**config.mk**
```make
export PLATFORM = sky130hd
export DESIGN_NAME = lcd_power_init_sequencer
export DESIGN_NICKNAME = d
export VERILOG_FILES = /design/src/hw/lcd_seq_pkg.sv /design/src/hw/lcd_wait_timer.sv /design/src/hw/lcd_byte_writer.sv /design/src/hw/lcd_power_init_sequencer.sv
export SDC_FILE = /design/constraint.sdc
export NUM_CORES = 1
export LEC_CHECK = 0
export ABC_AREA = 1
export BUFFER_PORTS_ARGS = -buffer_cell sky130_fd_sc_hd__clkbuf_2
export CAP_MARGIN = 0
export CORE_MARGIN = 5
export CORE_UTILIZATION = 40
export CTS_BUF_LIST = sky130_fd_sc_hd__clkbuf_2
export CTS_CLUSTER_SIZE = 10
export DETAILED_ROUTE_END_ITERATION = 10
export GPL_TIMING_DRIVEN = 0
export SLEW_MARGIN = 25
export SYNTH_ARGS = -nofsm -noshare
export SYNTH_HDL_FRONTEND = slang
export SYNTH_SLANG_ARGS = --single-unit
export TNS_END_PERCENT = 20
```
**constraint.sdc**
```tcl
create_clock -name clk_i -period 2.34 [get_ports clk_i]
set_clock_uncertainty 0.15 [all_clocks]
set_input_delay 0.468 -clock clk_i [delete_from_list [all_inputs] [get_ports clk_i]]
set_output_delay 0.468 -clock clk_i [all_outputs]
set_load 0.01 [all_outputs]
```
**src/hw/lcd_seq_pkg.sv**
```systemverilog
package lcd_seq_pkg;

  // clock rate and documented sequence timing
  localparam int CLK_MHZ      = 50;
  localparam int RELEASE_US   = 10;
  localparam int RELEASE_CYC  = RELEASE_US * CLK_MHZ;
  localparam int OFF_MS       = 50;
  localparam int OFF_CYC      = OFF_MS * 1000 * CLK_MHZ;
  localparam int TIMER_W      = 22;

  // command write strobe shape, least times rounded up to whole cycles
  localparam int WR_SETUP_NS  = 20;
  localparam int WR_LOW_NS    = 80;
  localparam int WR_HOLD_NS   = 40;
  localparam int WR_SETUP_CYC = (WR_SETUP_NS * CLK_MHZ + 999) / 1000;
  localparam int WR_LOW_CYC   = (WR_LOW_NS * CLK_MHZ + 999) / 1000;
  localparam int WR_HOLD_CYC  = (WR_HOLD_NS * CLK_MHZ + 999) / 1000;
  localparam int PH_W         = 4;

  // register byte offsets on the wishbone slave
  localparam logic [3:0] ADR_CTRL     = 4'h0;
  localparam logic [3:0] ADR_CONTRAST = 4'h4;
  localparam logic [3:0] ADR_STATUS   = 4'h8;
  localparam logic [3:0] ADR_RAW      = 4'hc;

  // field positions
  localparam int CTRL_INIT_BIT   = 0;
  localparam int CTRL_SHUT_BIT   = 1;
  localparam int CTRL_BOOST5_BIT = 2;
  localparam int ST_INIT_DONE    = 0;
  localparam int ST_OFF_DONE     = 1;
  localparam int ST_BUSY         = 2;
  localparam int ST_REFUSED      = 3;
  localparam int ST_POWER_GOOD   = 4;
  localparam int ST_STEP_LSB     = 8;
  localparam int RAW_SEL_BIT     = 8;

  // reset values
  localparam logic [5:0] CONTRAST_RST = 6'h1b;
  localparam logic       BOOST5_RST   = 1'b0;

  // command bytes
  localparam logic [7:0] CMD_BIAS_1_9    = 8'ha2;
  localparam logic [7:0] CMD_SEG_NORMAL  = 8'ha0;
  localparam logic [7:0] CMD_COM_REVERSE = 8'hc8;
  localparam logic [7:0] CMD_BOOST_MODE  = 8'hf8;
  localparam logic [7:0] CMD_BOOST_4X    = 8'h00;
  localparam logic [7:0] CMD_BOOST_5X    = 8'h01;
  localparam logic [7:0] CMD_REG_RATIO   = 8'h25;
  localparam logic [7:0] CMD_VOL_MODE    = 8'h81;
  localparam logic [7:0] CMD_PWR_BOOST   = 8'h2c;
  localparam logic [7:0] CMD_PWR_REG     = 8'h2e;
  localparam logic [7:0] CMD_PWR_FOLLOW  = 8'h2f;
  localparam logic [7:0] CMD_DISP_ON     = 8'haf;
  localparam logic [7:0] CMD_DISP_OFF    = 8'hae;
  localparam logic [7:0] CMD_ALL_ON      = 8'ha5;

  localparam logic [3:0] INIT_LAST = 4'hb;
  localparam logic [3:0] SHUT_LAST = 4'h1;

  // pins toward the module's command port
  typedef struct packed {
    logic       chip_clear_n;
    logic       cmd_data_sel;
    logic       cs_n;
    logic       rd_n;
    logic       wr_n;
    logic [7:0] data;
    logic       data_oe;
  } lcd_pins_t;

endpackage : lcd_seq_pkg

```
**src/hw/lcd_wait_timer.sv**
```systemverilog
`timescale 1ns/1ps
// down counter: done_o pulses once when a loaded wait has run out
module lcd_wait_timer
  import lcd_seq_pkg::*;
#(
  parameter int W = TIMER_W
) (
  input  wire logic         clk_i,
  input  wire logic         rst_i,
  input  wire logic         ce_i,
  input  wire logic         load_i,
  input  wire logic [W-1:0] count_i,
  output logic              done_o
);

  logic [W-1:0] cnt_ff;
  logic         run_ff;

  // count down to one, then flag the end
  always_ff @(posedge clk_i) begin
    if (rst_i) begin
      cnt_ff <= '0;
      run_ff <= 1'b0;
      done_o <= 1'b0;
    end else if (ce_i) begin
      done_o <= 1'b0;
      if (load_i) begin
        cnt_ff <= count_i;
        run_ff <= 1'b1;
      end else if (run_ff) begin
        if (cnt_ff <= W'(1)) begin
          run_ff <= 1'b0;
          done_o <= 1'b1;
        end else begin
          cnt_ff <= cnt_ff - W'(1);
        end
      end
    end
  end

endmodule : lcd_wait_timer

```
**src/hw/lcd_byte_writer.sv**
```systemverilog
`timescale 1ns/1ps
// one parallel write cycle: setup, write strobe low, hold
module lcd_byte_writer
  import lcd_seq_pkg::*;
(
  input  wire logic       clk_i,
  input  wire logic       rst_i,
  input  wire logic       ce_i,
  input  wire logic       start_i,
  input  wire logic       dsel_i,
  input  wire logic [7:0] byte_i,
  output logic            busy_o,
  output logic            done_o,
  output logic            cmd_data_sel_o,
  output logic            cs_n_o,
  output logic            wr_n_o,
  output logic [7:0]      data_o,
  output logic            data_oe_o
);

  typedef enum logic [1:0] {PH_IDLE, PH_SETUP, PH_LOW, PH_HOLD} phase_t;

  phase_t          ph_ff;
  logic [PH_W-1:0] cnt_ff;

  assign busy_o = (ph_ff != PH_IDLE);

  // phase sequencing; read strobe never leaves high
  always_ff @(posedge clk_i) begin
    if (rst_i) begin
      ph_ff          <= PH_IDLE;
      cnt_ff         <= '0;
      done_o         <= 1'b0;
      cmd_data_sel_o <= 1'b0;
      cs_n_o         <= 1'b1;
      wr_n_o         <= 1'b1;
      data_o         <= 8'h00;
      data_oe_o      <= 1'b0;
    end else if (ce_i) begin
      done_o <= 1'b0;
      unique case (ph_ff)
        PH_IDLE: begin
          if (start_i) begin
            cmd_data_sel_o <= dsel_i;  // RULE13
            data_o         <= byte_i;
            data_oe_o      <= 1'b1;
            cs_n_o         <= 1'b0;
            cnt_ff         <= PH_W'(WR_SETUP_CYC);
            ph_ff          <= PH_SETUP;
          end
        end
        PH_SETUP: begin
          if (cnt_ff <= PH_W'(1)) begin
            wr_n_o <= 1'b0;  // RULE13
            cnt_ff <= PH_W'(WR_LOW_CYC);
            ph_ff  <= PH_LOW;
          end else begin
            cnt_ff <= cnt_ff - PH_W'(1);
          end
        end
        PH_LOW: begin
          if (cnt_ff <= PH_W'(1)) begin
            wr_n_o <= 1'b1;
            cnt_ff <= PH_W'(WR_HOLD_CYC);
            ph_ff  <= PH_HOLD;
          end else begin
            cnt_ff <= cnt_ff - PH_W'(1);
          end
        end
        PH_HOLD: begin
          if (cnt_ff <= PH_W'(1)) begin
            cs_n_o    <= 1'b1;
            data_oe_o <= 1'b0;
            done_o    <= 1'b1;
            ph_ff     <= PH_IDLE;
          end else begin
            cnt_ff <= cnt_ff - PH_W'(1);
          end
        end
      endcase
    end
  end

endmodule : lcd_byte_writer

```
**src/hw/lcd_power_init_sequencer.sv**
```systemverilog
`timescale 1ns/1ps
// Operation
// RULE1 - hold chip clear low until supply good
// RULE2 - wait 10 us after release
// RULE3 - first command selects 1/9 bias
// RULE4 - then normal segment order
// RULE5 - then reverse common scan
// RULE6 - then booster ratio pair, 4x or 5x
// RULE7 - then regulator ratio byte
// RULE8 - then contrast mode and level bytes
// RULE9 - contrast level adjustable by software
// RULE10 - power circuits one by one, display on
// RULE11 - shutdown sends display off, all on
// RULE12 - then chip clear low, wait 50 ms
// RULE13 - every byte is a command write; raw writes in ready can set data select from RAW bit 8
// RULE14 - device takes power enables from low bits
// RULE15 - device accepts contrast level 0 to 63
// RULE16 - strict order, no data before on
// RULE17 - report init done and shutdown done
module lcd_power_init_sequencer
  import lcd_seq_pkg::*;
#(
  parameter int OFF_WAIT_CYC = OFF_CYC
) (
  input  wire logic        clk_i,
  input  wire logic        rst_i,
  input  wire logic        ce_i,
  input  wire logic        power_good_i,
  input  wire logic        wb_cyc_i,
  input  wire logic        wb_stb_i,
  input  wire logic        wb_we_i,
  input  wire logic [3:0]  wb_adr_i,
  input  wire logic [3:0]  wb_sel_i,
  input  wire logic [31:0] wb_dat_i,
  output logic [31:0]      wb_dat_o,
  output logic             wb_ack_o,
  output lcd_pins_t        lcd_o,
  output logic             init_done_o,
  output logic             off_done_o
);
  typedef enum logic [3:0] {S_OFF, S_REL_WAIT, S_INIT_SEND, S_INIT_WAIT, S_READY, S_RAW_WAIT,
                            S_SHUT_SEND, S_SHUT_WAIT, S_OFF_WAIT, S_OFF_DONE} seq_state_t;
  seq_state_t   state_ff;
  logic [3:0]   step_ff;
  logic         clear_n_ff;
  logic         pg_meta_ff;
  logic         pg_sync_ff;
  logic         init_req_ff;
  logic         shut_req_ff;
  logic         raw_req_ff;
  logic         raw_sel_ff;
  logic [7:0]   raw_byte_ff;
  logic         boost5_ff;
  logic [5:0]   contrast_ff;
  logic         refused_ff;
  logic         init_done_ff;
  logic         off_done_ff;
  logic         ack_ff;
  logic [31:0]  rd_data_ff;
  logic         wr_start;
  logic         wr_dsel;
  logic [7:0]   wr_byte;
  logic         wr_busy;
  logic         wr_done;
  logic         tmr_load;
  logic [TIMER_W-1:0] tmr_count;
  logic         tmr_done;
  logic         wb_req;
  logic         wb_wr;
  logic         init_take;
  logic         shut_take;
  logic         raw_take;
  logic         init_ok;
  logic         shut_ok;
  logic         raw_ok;
  // init command byte for a given step
  function automatic logic [7:0] init_byte(input logic [3:0] step, input logic boost5,
                                           input logic [5:0] level);
    logic [7:0] b;
    unique case (step)
      4'h0: b = CMD_BIAS_1_9;                               // RULE3
      4'h1: b = CMD_SEG_NORMAL;                             // RULE4
      4'h2: b = CMD_COM_REVERSE;                            // RULE5
      4'h3: b = CMD_BOOST_MODE;                             // RULE6
      4'h4: b = boost5 ? CMD_BOOST_5X : CMD_BOOST_4X;       // RULE6
      4'h5: b = CMD_REG_RATIO;                              // RULE7
      4'h6: b = CMD_VOL_MODE;                               // RULE8
      4'h7: b = {2'b00, level};                             // RULE8 RULE9
      4'h8: b = CMD_PWR_BOOST;                              // RULE10
      4'h9: b = CMD_PWR_REG;                                // RULE10
      4'ha: b = CMD_PWR_FOLLOW;                             // RULE10
      4'hb: b = CMD_DISP_ON;                                // RULE10
      default: b = CMD_BIAS_1_9;
    endcase
    return b;
  endfunction : init_byte
  // register address match, used by read and write decode
  function automatic logic adr_is(input logic [3:0] adr, input logic [3:0] ref_adr);
    return adr == ref_adr;
  endfunction : adr_is
  // wishbone request and the edge at which a write takes effect
  assign wb_req = wb_cyc_i & wb_stb_i;
  assign wb_wr  = wb_req & wb_we_i & ack_ff;
  // requests are accepted only in states where they make sense
  assign init_ok = (state_ff == S_OFF) || (state_ff == S_OFF_DONE);
  assign shut_ok = (state_ff == S_READY) || (state_ff == S_RAW_WAIT);
  assign raw_ok  = (state_ff == S_READY) && !raw_req_ff;  // RULE16
  assign init_take = (state_ff == S_OFF) && init_req_ff && pg_sync_ff;  // RULE1
  assign shut_take = (state_ff == S_READY) && shut_req_ff && !raw_req_ff;
  assign raw_take  = (state_ff == S_READY) && raw_req_ff;
  // power good pin crosses into the clock domain
  always_ff @(posedge clk_i) begin
    if (rst_i) begin
      pg_meta_ff <= 1'b0;
      pg_sync_ff <= 1'b0;
    end else if (ce_i) begin
      pg_meta_ff <= power_good_i;
      pg_sync_ff <= pg_meta_ff;
    end
  end
  // wishbone slave handshake: one cycle ack, dropped the cycle after
  always_ff @(posedge clk_i) begin
    if (rst_i) begin
      ack_ff <= 1'b0;
    end else if (ce_i) begin
      ack_ff <= wb_req & ~ack_ff;
    end
  end
  assign wb_ack_o = ack_ff;
  // read data captured with the ack; unmapped offsets read zero
  always_ff @(posedge clk_i) begin
    if (rst_i) begin
      rd_data_ff <= 32'h0000_0000;
    end else if (ce_i && wb_req && !ack_ff) begin
      rd_data_ff <= 32'h0000_0000;
      if (adr_is(wb_adr_i, ADR_CTRL)) begin
        rd_data_ff[CTRL_INIT_BIT]   <= init_req_ff;
        rd_data_ff[CTRL_SHUT_BIT]   <= shut_req_ff;
        rd_data_ff[CTRL_BOOST5_BIT] <= boost5_ff;
      end else if (adr_is(wb_adr_i, ADR_CONTRAST)) begin
        rd_data_ff[5:0] <= contrast_ff;
      end else if (adr_is(wb_adr_i, ADR_STATUS)) begin
        rd_data_ff[ST_INIT_DONE]  <= init_done_ff;
        rd_data_ff[ST_OFF_DONE]   <= off_done_ff;
        rd_data_ff[ST_BUSY]       <= wr_busy | raw_req_ff;
        rd_data_ff[ST_REFUSED]    <= refused_ff;
        rd_data_ff[ST_POWER_GOOD] <= pg_sync_ff;
        rd_data_ff[ST_STEP_LSB +: 4] <= step_ff;
      end else if (adr_is(wb_adr_i, ADR_RAW)) begin
        rd_data_ff[RAW_SEL_BIT] <= raw_sel_ff;
        rd_data_ff[7:0]         <= raw_byte_ff;
      end
    end
  end
  assign wb_dat_o = rd_data_ff;
  // settings written by software
  always_ff @(posedge clk_i) begin
    if (rst_i) begin
      boost5_ff   <= BOOST5_RST;
      contrast_ff <= CONTRAST_RST;
    end else if (ce_i && wb_wr && wb_sel_i[0]) begin
      if (adr_is(wb_adr_i, ADR_CTRL)) begin
        boost5_ff <= wb_dat_i[CTRL_BOOST5_BIT];
      end
      if (adr_is(wb_adr_i, ADR_CONTRAST)) begin
        contrast_ff <= wb_dat_i[5:0];  // RULE9
      end
    end
  end
  // pending init and shutdown requests; a new request wins over the take
  always_ff @(posedge clk_i) begin
    if (rst_i) begin
      init_req_ff <= 1'b0;
      shut_req_ff <= 1'b0;
    end else if (ce_i) begin
      if (wb_wr && wb_sel_i[0] && adr_is(wb_adr_i, ADR_CTRL) &&
          wb_dat_i[CTRL_INIT_BIT] && init_ok) begin
        init_req_ff <= 1'b1;
      end else if (init_take) begin
        init_req_ff <= 1'b0;
      end
      if (wb_wr && wb_sel_i[0] && adr_is(wb_adr_i, ADR_CTRL) &&
          wb_dat_i[CTRL_SHUT_BIT] && shut_ok) begin
        shut_req_ff <= 1'b1;
      end else if (shut_take) begin
        shut_req_ff <= 1'b0;
      end
    end
  end
  // free byte writes, allowed only once the display is on
  always_ff @(posedge clk_i) begin
    if (rst_i) begin
      raw_req_ff  <= 1'b0;
      raw_sel_ff  <= 1'b0;
      raw_byte_ff <= 8'h00;
    end else if (ce_i) begin
      if (wb_wr && (wb_sel_i[1:0] == 2'b11) && adr_is(wb_adr_i, ADR_RAW) && raw_ok) begin
        raw_req_ff  <= 1'b1;  // RULE16
        raw_sel_ff  <= wb_dat_i[RAW_SEL_BIT];
        raw_byte_ff <= wb_dat_i[7:0];
      end else if (raw_take) begin
        raw_req_ff <= 1'b0;
      end
    end
  end

  // sticky refusal flag, write one to clear; a new refusal wins
  always_ff @(posedge clk_i) begin
    if (rst_i) begin
      refused_ff <= 1'b0;
    end else if (ce_i) begin
      if (wb_wr && wb_sel_i[0] &&
          ((adr_is(wb_adr_i, ADR_CTRL) &&
            ((wb_dat_i[CTRL_INIT_BIT] && !init_ok) ||
             (wb_dat_i[CTRL_SHUT_BIT] && !shut_ok))) ||
           (adr_is(wb_adr_i, ADR_RAW) && !raw_ok))) begin
        refused_ff <= 1'b1;  // RULE16
      end else if (wb_wr && wb_sel_i[0] && adr_is(wb_adr_i, ADR_STATUS) &&
                   wb_dat_i[ST_REFUSED]) begin
        refused_ff <= 1'b0;
      end
    end
  end

  // sequencer: reset pin, waits and ordered command writes
  always_ff @(posedge clk_i) begin
    if (rst_i) begin
      state_ff     <= S_OFF;
      step_ff      <= 4'h0;
      clear_n_ff   <= 1'b0;
      init_done_ff <= 1'b0;
      off_done_ff  <= 1'b0;
    end else if (ce_i) begin
      unique case (state_ff)
        S_OFF: begin
          clear_n_ff <= 1'b0;  // RULE1
          if (init_take) begin
            clear_n_ff  <= 1'b1;
            off_done_ff <= 1'b0;
            state_ff    <= S_REL_WAIT;
          end
        end
        S_REL_WAIT: begin
          if (tmr_done) begin
            step_ff  <= 4'h0;
            state_ff <= S_INIT_SEND;  // RULE2
          end
        end
        S_INIT_SEND: state_ff <= S_INIT_WAIT;
        S_INIT_WAIT: begin
          if (wr_done) begin
            if (step_ff == INIT_LAST) begin
              init_done_ff <= 1'b1;  // RULE17
              state_ff     <= S_READY;
            end else begin
              step_ff  <= step_ff + 4'h1;  // RULE16
              state_ff <= S_INIT_SEND;
            end
          end
        end
        S_READY: begin
          if (raw_take) begin
            state_ff <= S_RAW_WAIT;
          end else if (shut_take) begin
            init_done_ff <= 1'b0;
            step_ff      <= 4'h0;
            state_ff     <= S_SHUT_SEND;
          end
        end
        S_RAW_WAIT: begin
          if (wr_done) begin
            state_ff <= S_READY;
          end
        end
        S_SHUT_SEND: state_ff <= S_SHUT_WAIT;
        S_SHUT_WAIT: begin
          if (wr_done) begin
            if (step_ff == SHUT_LAST) begin
              clear_n_ff <= 1'b0;  // RULE12
              state_ff   <= S_OFF_WAIT;
            end else begin
              step_ff  <= step_ff + 4'h1;
              state_ff <= S_SHUT_SEND;
            end
          end
        end
        S_OFF_WAIT: begin
          if (tmr_done) begin
            off_done_ff <= 1'b1;  // RULE17
            state_ff    <= S_OFF_DONE;
          end
        end
        S_OFF_DONE: begin
          if (init_req_ff) begin
            state_ff <= S_OFF;
          end
        end
      endcase
    end
  end
  // byte to send and when to start it
  always_comb begin
    wr_start = 1'b0;
    wr_dsel  = 1'b0;  // RULE13
    wr_byte  = 8'h00;
    unique case (state_ff)
      S_INIT_SEND: begin
        wr_start = 1'b1;
        wr_byte  = init_byte(step_ff, boost5_ff, contrast_ff);
      end
      S_SHUT_SEND: begin
        wr_start = 1'b1;
        wr_byte  = (step_ff == 4'h0) ? CMD_DISP_OFF : CMD_ALL_ON;  // RULE11
      end
      S_READY: begin
        wr_start = raw_take;
        wr_dsel  = raw_sel_ff;
        wr_byte  = raw_byte_ff;
      end
      default: wr_start = 1'b0;
    endcase
  end
  // timer loads on entry to the two waits
  always_comb begin
    tmr_load  = 1'b0;
    tmr_count = TIMER_W'(RELEASE_CYC);
    if (init_take) begin
      tmr_load  = 1'b1;
      tmr_count = TIMER_W'(RELEASE_CYC);  // RULE2
    end else if (state_ff == S_SHUT_WAIT && wr_done && step_ff == SHUT_LAST) begin
      tmr_load  = 1'b1;
      tmr_count = TIMER_W'(OFF_WAIT_CYC);  // RULE12
    end
  end
  lcd_wait_timer #(.W (TIMER_W)) u_timer (
    .clk_i   (clk_i),
    .rst_i   (rst_i),
    .ce_i    (ce_i),
    .load_i  (tmr_load),
    .count_i (tmr_count),
    .done_o  (tmr_done)
  );
  lcd_byte_writer u_writer (
    .clk_i          (clk_i),
    .rst_i          (rst_i),
    .ce_i           (ce_i),
    .start_i        (wr_start),
    .dsel_i         (wr_dsel),
    .byte_i         (wr_byte),
    .busy_o         (wr_busy),
    .done_o         (wr_done),
    .cmd_data_sel_o (lcd_o.cmd_data_sel),
    .cs_n_o         (lcd_o.cs_n),
    .wr_n_o         (lcd_o.wr_n),
    .data_o         (lcd_o.data),
    .data_oe_o      (lcd_o.data_oe)
  );
  // pins and status outputs
  assign lcd_o.chip_clear_n = clear_n_ff;
  assign lcd_o.rd_n         = 1'b1;  // RULE13
  assign init_done_o        = init_done_ff;
  assign off_done_o         = off_done_ff;
endmodule : lcd_power_init_sequencer

```
== After elaboration in Yosys (flattened, before gate mapping) ==
Index checks and enable logic that the tools add are counted.

* Register bits: 89
* Output and inout bits: 49

* $add $sub $neg: 3
* Order comparisons: 2
* Equal/unequal tests: 47
* Mux-type cells: 85
* Bitwise logic cells: 6
* Reductions and logical operators: 72

{| class="wikitable"
|+ Operator list
! operator !! number
|-
| two-way mux 22 bit || 5
|-
| two-way mux 4 bit || 22
|-
| one-hot mux 8 bit (11 select lines) || 1
|-
| one-hot mux 4 bit (10 select lines) || 1
|-
| equality test 4 x 3 -> 1 bit, second input constant || 9
|-
| equality test 4 bit, second input constant || 8
|-
| two-way mux 1 bit || 32
|-
| one-hot mux 4 bit (4 select lines) || 2
|-
| logical AND 1 bit || 28
|-
| one-hot mux 8 bit (3 select lines) || 1
|-
| <= comparator 22 x 1 -> 1 bit, second input constant || 1
|-
| nonzero test 2 bit || 11
|-
| subtractor 22 x 1 -> 22 bit, second input constant || 1
|-
| inequality test 2 bit, second input constant || 10
|-
| two-way mux 9 bit || 2
|-
| inequality test 2 x 1 -> 1 bit, second input constant || 9
|-
| AND reduction 9 bit || 2
|-
| equality test 4 x 2 -> 1 bit, second input constant || 4
|-
| AND reduction 4 bit || 4
|-
| one-hot mux 1 bit (2 select lines) || 7
|-
| AND reduction 2 bit || 7
|-
| zero test 4 bit || 3
|-
| two-way mux 3 bit || 4
|-
| two-way mux 6 bit || 2
|-
| 21 further kinds || 39
|}

== Longest topological paths before layout ==
* Depth in word-level cells: 10
* Mapped depth: 12
* Gate-level depth less buffers: 12

== Hierarchy ==
A second synthesis with hierarchy kept.

* Cell total of the unflattened synthesis: 864
* Area total of the unflattened synthesis: 5,580.4 um^2

{| class="wikitable"
|+ Modules (own cells, without submodules)
! module !! times used !! cells an instance !! area an instance (um^2)
|-
| lcd_power_init_sequencer || 1 || 436 || 2,880.3
|-
| lcd_wait_timer || 1 || 298 || 1,756.7
|-
| lcd_byte_writer || 1 || 130 || 943.4
|}

== Worst setup path before layout ==
Ideal clock, no wire load.

* Kind: reg-to-reg
* From: reg u_timer.cnt_ff[0]
* To: reg u_timer.run_ff
* Arrival time: 1.532 ns
* Slack: 0.545 ns
* Cell stages (with the launch flop): 13
* Path through: dfxtp_1 inv_1 ha_1 nand3_1 nor2_1 nand2_1 nand2_1 nand2_2 nand2_4 nand2_2 buf_6 o21ai_1 inv_1

* Longest elaborated chain between the ends: 4

{| class="wikitable"
|+ Ends and longest elaborated chain
! what !! RTL line !! source
|-
| start: declaration || lcd_wait_timer.sv:16 || <nowiki>logic [W-1:0] cnt_ff;</nowiki>
|-
| start signal: assignment || lcd_wait_timer.sv:28 || <nowiki>cnt_ff <= count_i;</nowiki>
|-
| start signal: assignment || lcd_wait_timer.sv:35 || <nowiki>cnt_ff <= cnt_ff - W'(1);</nowiki>
|-
| <= comparator 22 x 1 -> 1 bit || lcd_wait_timer.sv:31 || <nowiki>if (cnt_ff <= W'(1)) begin</nowiki>
|-
| two-way mux 1 bit || lcd_wait_timer.sv:31 ||
|-
| two-way mux 1 bit || lcd_wait_timer.sv:30 || <nowiki>end else if (run_ff) begin</nowiki>
|-
| two-way mux 1 bit || lcd_wait_timer.sv:27 || <nowiki>if (load_i) begin</nowiki>
|-
| end signal: assignment || lcd_wait_timer.sv:23 || <nowiki>run_ff <= 1'b0;</nowiki>
|-
| end signal: assignment || lcd_wait_timer.sv:29 || <nowiki>run_ff <= 1'b1;</nowiki>
|-
| end signal: assignment || lcd_wait_timer.sv:32 || <nowiki>run_ff <= 1'b0;</nowiki>
|-
| end: declaration || lcd_wait_timer.sv:17 || <nowiki>logic run_ff;</nowiki>
|}

Every way passes these cells.
A chain may end at the register's enable or synchronous reset.

== Final worst setup path ==
* From: reg step_ff[1]
* To: reg u_timer.cnt_ff[11]

* Longest elaborated chain between the ends: 6
* Elaborated cells between the ends (all ways): 8
* Those cells by class: 2 x eq/ne; 3 x mux; 3 x reduce/logical

{| class="wikitable"
|+ Ends and longest elaborated chain
! what !! RTL line !! source
|-
| start: declaration || lcd_power_init_sequencer.sv:44 || <nowiki>logic [3:0] step_ff;</nowiki>
|-
| start signal: assignment || lcd_power_init_sequencer.sv:256 || <nowiki>step_ff <= step_ff + 4'h1;</nowiki>
|-
| start signal: assignment || lcd_power_init_sequencer.sv:282 || <nowiki>step_ff <= step_ff + 4'h1;</nowiki>
|-
| equality test 4 x 1 -> 1 bit * || lcd_power_init_sequencer.sv:330 || <nowiki>end else if (state_ff == S_SHUT_WAIT && wr_done && step_ff == SHUT_LAST) begin</nowiki>
|-
| logical AND 1 bit * || lcd_power_init_sequencer.sv:330 ||
|-
| two-way mux 1 bit * || lcd_power_init_sequencer.sv:330 ||
|-
| two-way mux 1 bit * || lcd_power_init_sequencer.sv:327 || <nowiki>if (init_take) begin</nowiki>
|-
| inequality test 2 bit (no line) / nonzero test 2 bit (equally long branches) || -- ||
|-
| AND reduction 3 bit (no line) || -- ||
|}

Every way passes the cells marked *; elsewhere a longest branch is shown, timed or not.

==> summary.txt <==
Run status
  – Status: completed

STA
  – RSZ-0062 raised after global routing: no
  – Final setup violation count: 0
  – Final slew viol count: 0
  – Rel. slew slack: about 52%
  – Setup ws final: ~0.23 ns
  – Final hold violation count: 0
  – Final min period: 2.114 ns
  – Setup TNS: 0 ns
  – Final period utilization: between 90% and 100%
  – Tightest Pin Transition: slightly above 0.7 ns
  – Maximum clock rate: 0.4730 GHz

Synth
  – Number of synthesized flops with an enable pin: 0
  – Cell variety after synth: 44
  – Synth top area cells: dfxtp_1 (32%), nand2_1 (14%), nor2_1 (7.2%)
  – Syn. warnings: 0
  – Main synth FF type: dfxtp_1
  – Synthesized flop and latch total: between 80 and 90
  – Synth Cell Area: around 5500 um^2
  – Async SR Flop Fraction: 0%
  – Post-synth top area share: approximately 32%
  – Syn avg cell area: about 6.6 um^2
  – Area leader, netlist: dfxtp_1
  – Mapped Cells: around 840
  – Register area share after synthesis: roughly a third

Floorplan
  – Die Wd: 127.4 um
  – Core ar.: between 10000 and 15000 um^2
  – Initial Util: about 40%
  – Site Rows: 43
  – Die footprint: roughly 16000 um^2
  – I/O Pins: 96
  – Die Y: approximately 130 um

Route
  – Drt first pass iters: 5
  – Via/cell ratio: between 4 and 5
  – Antenna Nets Post-Route: 0
  – Routed WL: approximately 16000 um
  – Wire length per cell: between 10 and 15 um
  – DRC: 0
  – Vias: about 5500
  – DRT iter0 DRCs: 310

Layout
  – Multi-input logic area: around 3200 um^2
  – ANT cells: 0
  – Filler cells: between 1000 and 1500
  – Layout Nets: 983
  – Share of cells above drive strength 1: between 10% and 20%
  – Fin util: 45.94%
  – P&R area growth vs syn: 14.30%
  – Register Area: 1784 um^2

Global routing
  – Initial antenna violation count: 0
  – Vias in the first global route: between 5000 and 6000
  – Grt ovf: 0
  – First-pass GRT wire length: 25460 um
  – All-Layer GR Usage: between 10% and 20%
  – Largest net degree at the start of global routing: 15

Setup path
  – Critical path peak fanout: 10
  – Crit path capture type: flop
  – CP Class: reg2reg
  – Slowest stage delay, CP: around 0.40 ns
  – Crit-path cells: inv_1, ha_2, inv_1, nor2_1, nand3_2, nand2_4, nand2_4, nand2_2, buf_6, nand2_1, a21oi_1
  – Setup crit start kind: flop
  – Critical Path Slowest Stage Cell: dfxtp_2
  – Crit-path leading delay family: simple AND/OR/NAND/NOR gates
  – WP buf/inv: 3
  – CP required: roughly 2.7 ns
  – Critical Path AT: between 2 and 3 ns

Clocking
  – Setup Buffers After CTS: 0
  – Reg clk slew, reported paths: 0.23 ns
  – Longest Clk Path Bufs: 2
  – CTS Buf Count: 9
  – H-Tree Depth: 3
  – Sink Count: 89
  – Clock latency on the worst-skew pair: 0.60 ns
  – CTS Root Cell: clkbuf_2
  – CTS tree: done

Job
  – Max Cap Viol: 0

Pwr
  – Leakage: 2.984 nW
  – Tot Pwr: about 4.3 mW
  – Worst VDD drop: 0.0003605 V
  – Pwr per Cell Area: roughly 680 nW/um^2

Placement
  – GP Congestion: just under 0.9
  – Dpl ws: 0.06963 ns
  – HPWL after DPL: roughly 12000 um
  – Port Buffers: 47

Hold path
  – Worst min path class: in2reg
flip-flops by register name, indices dropped and copies added (netlist names), 2 cells and up:
signal and cells:
u_writer.cnt_ff 4, wb_dat_o 12, u_writer.ph_ff 2, state_ff 4
contrast_ff 6, u_writer.data_o 8, u_timer.cnt_ff 22, raw_byte_ff 8
step_ff 4
synth_stat cells (2+ instances only):
library cell	count
nand2_1	204
nor2_1	106
dfxtp_1	89
inv_1	79
a21oi_1	75
nand3_1	61
o21ai_0	50
buf_4	29
nand4_1	13
ha_1	12
clkbuf_1	9
buf_2	8
nand2_2	8
xor2_1	8
inv_2	7
nor2_2	7
nor2_4	7
nand2_4	6
nor3_1	6
xnor2_1	6
o21ai_1	5
a31oi_1	4
nand3_4	4
o211ai_1	4
o22ai_1	3
a21oi_2	2
buf_6	2
conb_1	2
nand3_2	2
o21bai_1	2
or2_1	2
or2_2	2
worst paths after layout:
path                                   from            endpoint  slack, ns  cells past startpoint
worst max-delay path             step_ff[1]  u_timer.cnt_ff[11]       0.23                     11
worst min-delay path            wb_adr_i[2]         wb_dat_o[2]       0.14                      4
worst max register to register   step_ff[1]  u_timer.cnt_ff[11]       0.23                     11
worst min register to register   pg_meta_ff          pg_sync_ff       0.30                      2
worst reg2reg max path: cells and delay by family (launching register included):
family	cells	cell delay [ns]
AOI/OAI and AO/OA	1	0.12
adders and majority gates	1	0.24
buffers and inverters	3	0.35
DFF	1	0.40
and+or+nand+nor	6	0.82
final cells by class:
type / instances / share of cell area (%)
clock inverter: 5 / 1.290
inverter: 88 / 5.321
multi-input combinational: 630 / 50.25
timing repair buffer: 58 / 5.479
clock buffer: 10 / 0.7941
sequential: 89 / 28.31
buffer: 48 / 4.983
tap: 180 / 3.574
per-layer routing:
layer / vias up / track usage (%) / share of wire [%]
met1: 2460 / 25.44 / 46
met2: 157 / 32.39 / 47
met5: - / 0 / 0
li1: 2836 / - / -
met4: 0 / 7.382 / 2.3
met3: 28 / 3.888 / 5.1
what timing repair did:
item / CTS / global route
hold endpoints to repair: 17 / 0
hold buffers: 11 / 0
resized for setup: 0 / 7
setup endpoints to repair: 0 / 13
cells by family after synthesis:
logic type / share of synthesized area [%]
other: 0.1362
AOI/OAI and AO/OA: 14.30
adders and majority gates: 2.723
buffers and inverters: 11.78
DFF: 32.31
and+or+nand+nor: 36.53
xor gates and xnor gates: 2.224
cells in the final DEF, fill, tap and decap left out, drive strengths merged, types with 6 or more instances in the layout:
cell         instances
nand2              218
nor2               121
dfxtp               89
inv                 86
a21oi               77
nand3               67
clkbuf              66
o21ai               55
buf                 39
conb                21
nand4               15
ha                  12
dlygate4sd3         11
xor2                 8
nor3                 7
xnor2                6
report_power, final:
part	switching (mW)	internal, mW
registers	0.101	1.61
logic	1.14	0.540
clock network	0.549	0.351
stage by stage:
stage | std cells | area (um^2) | hold WS (ns)
after CTS | 1108 | 6287 | 0.04783
after global routing | 1108 | 6302 | 0.08263
final | 1108 | 6302 | 0.1405
after global placement | 1082 | 6046 | 0.2905
after floorplan | 855 | 5585 | 0.2759
after detailed placement | 1082 | 6046 | 0.2903
Power figures use the tool's default switching activity.
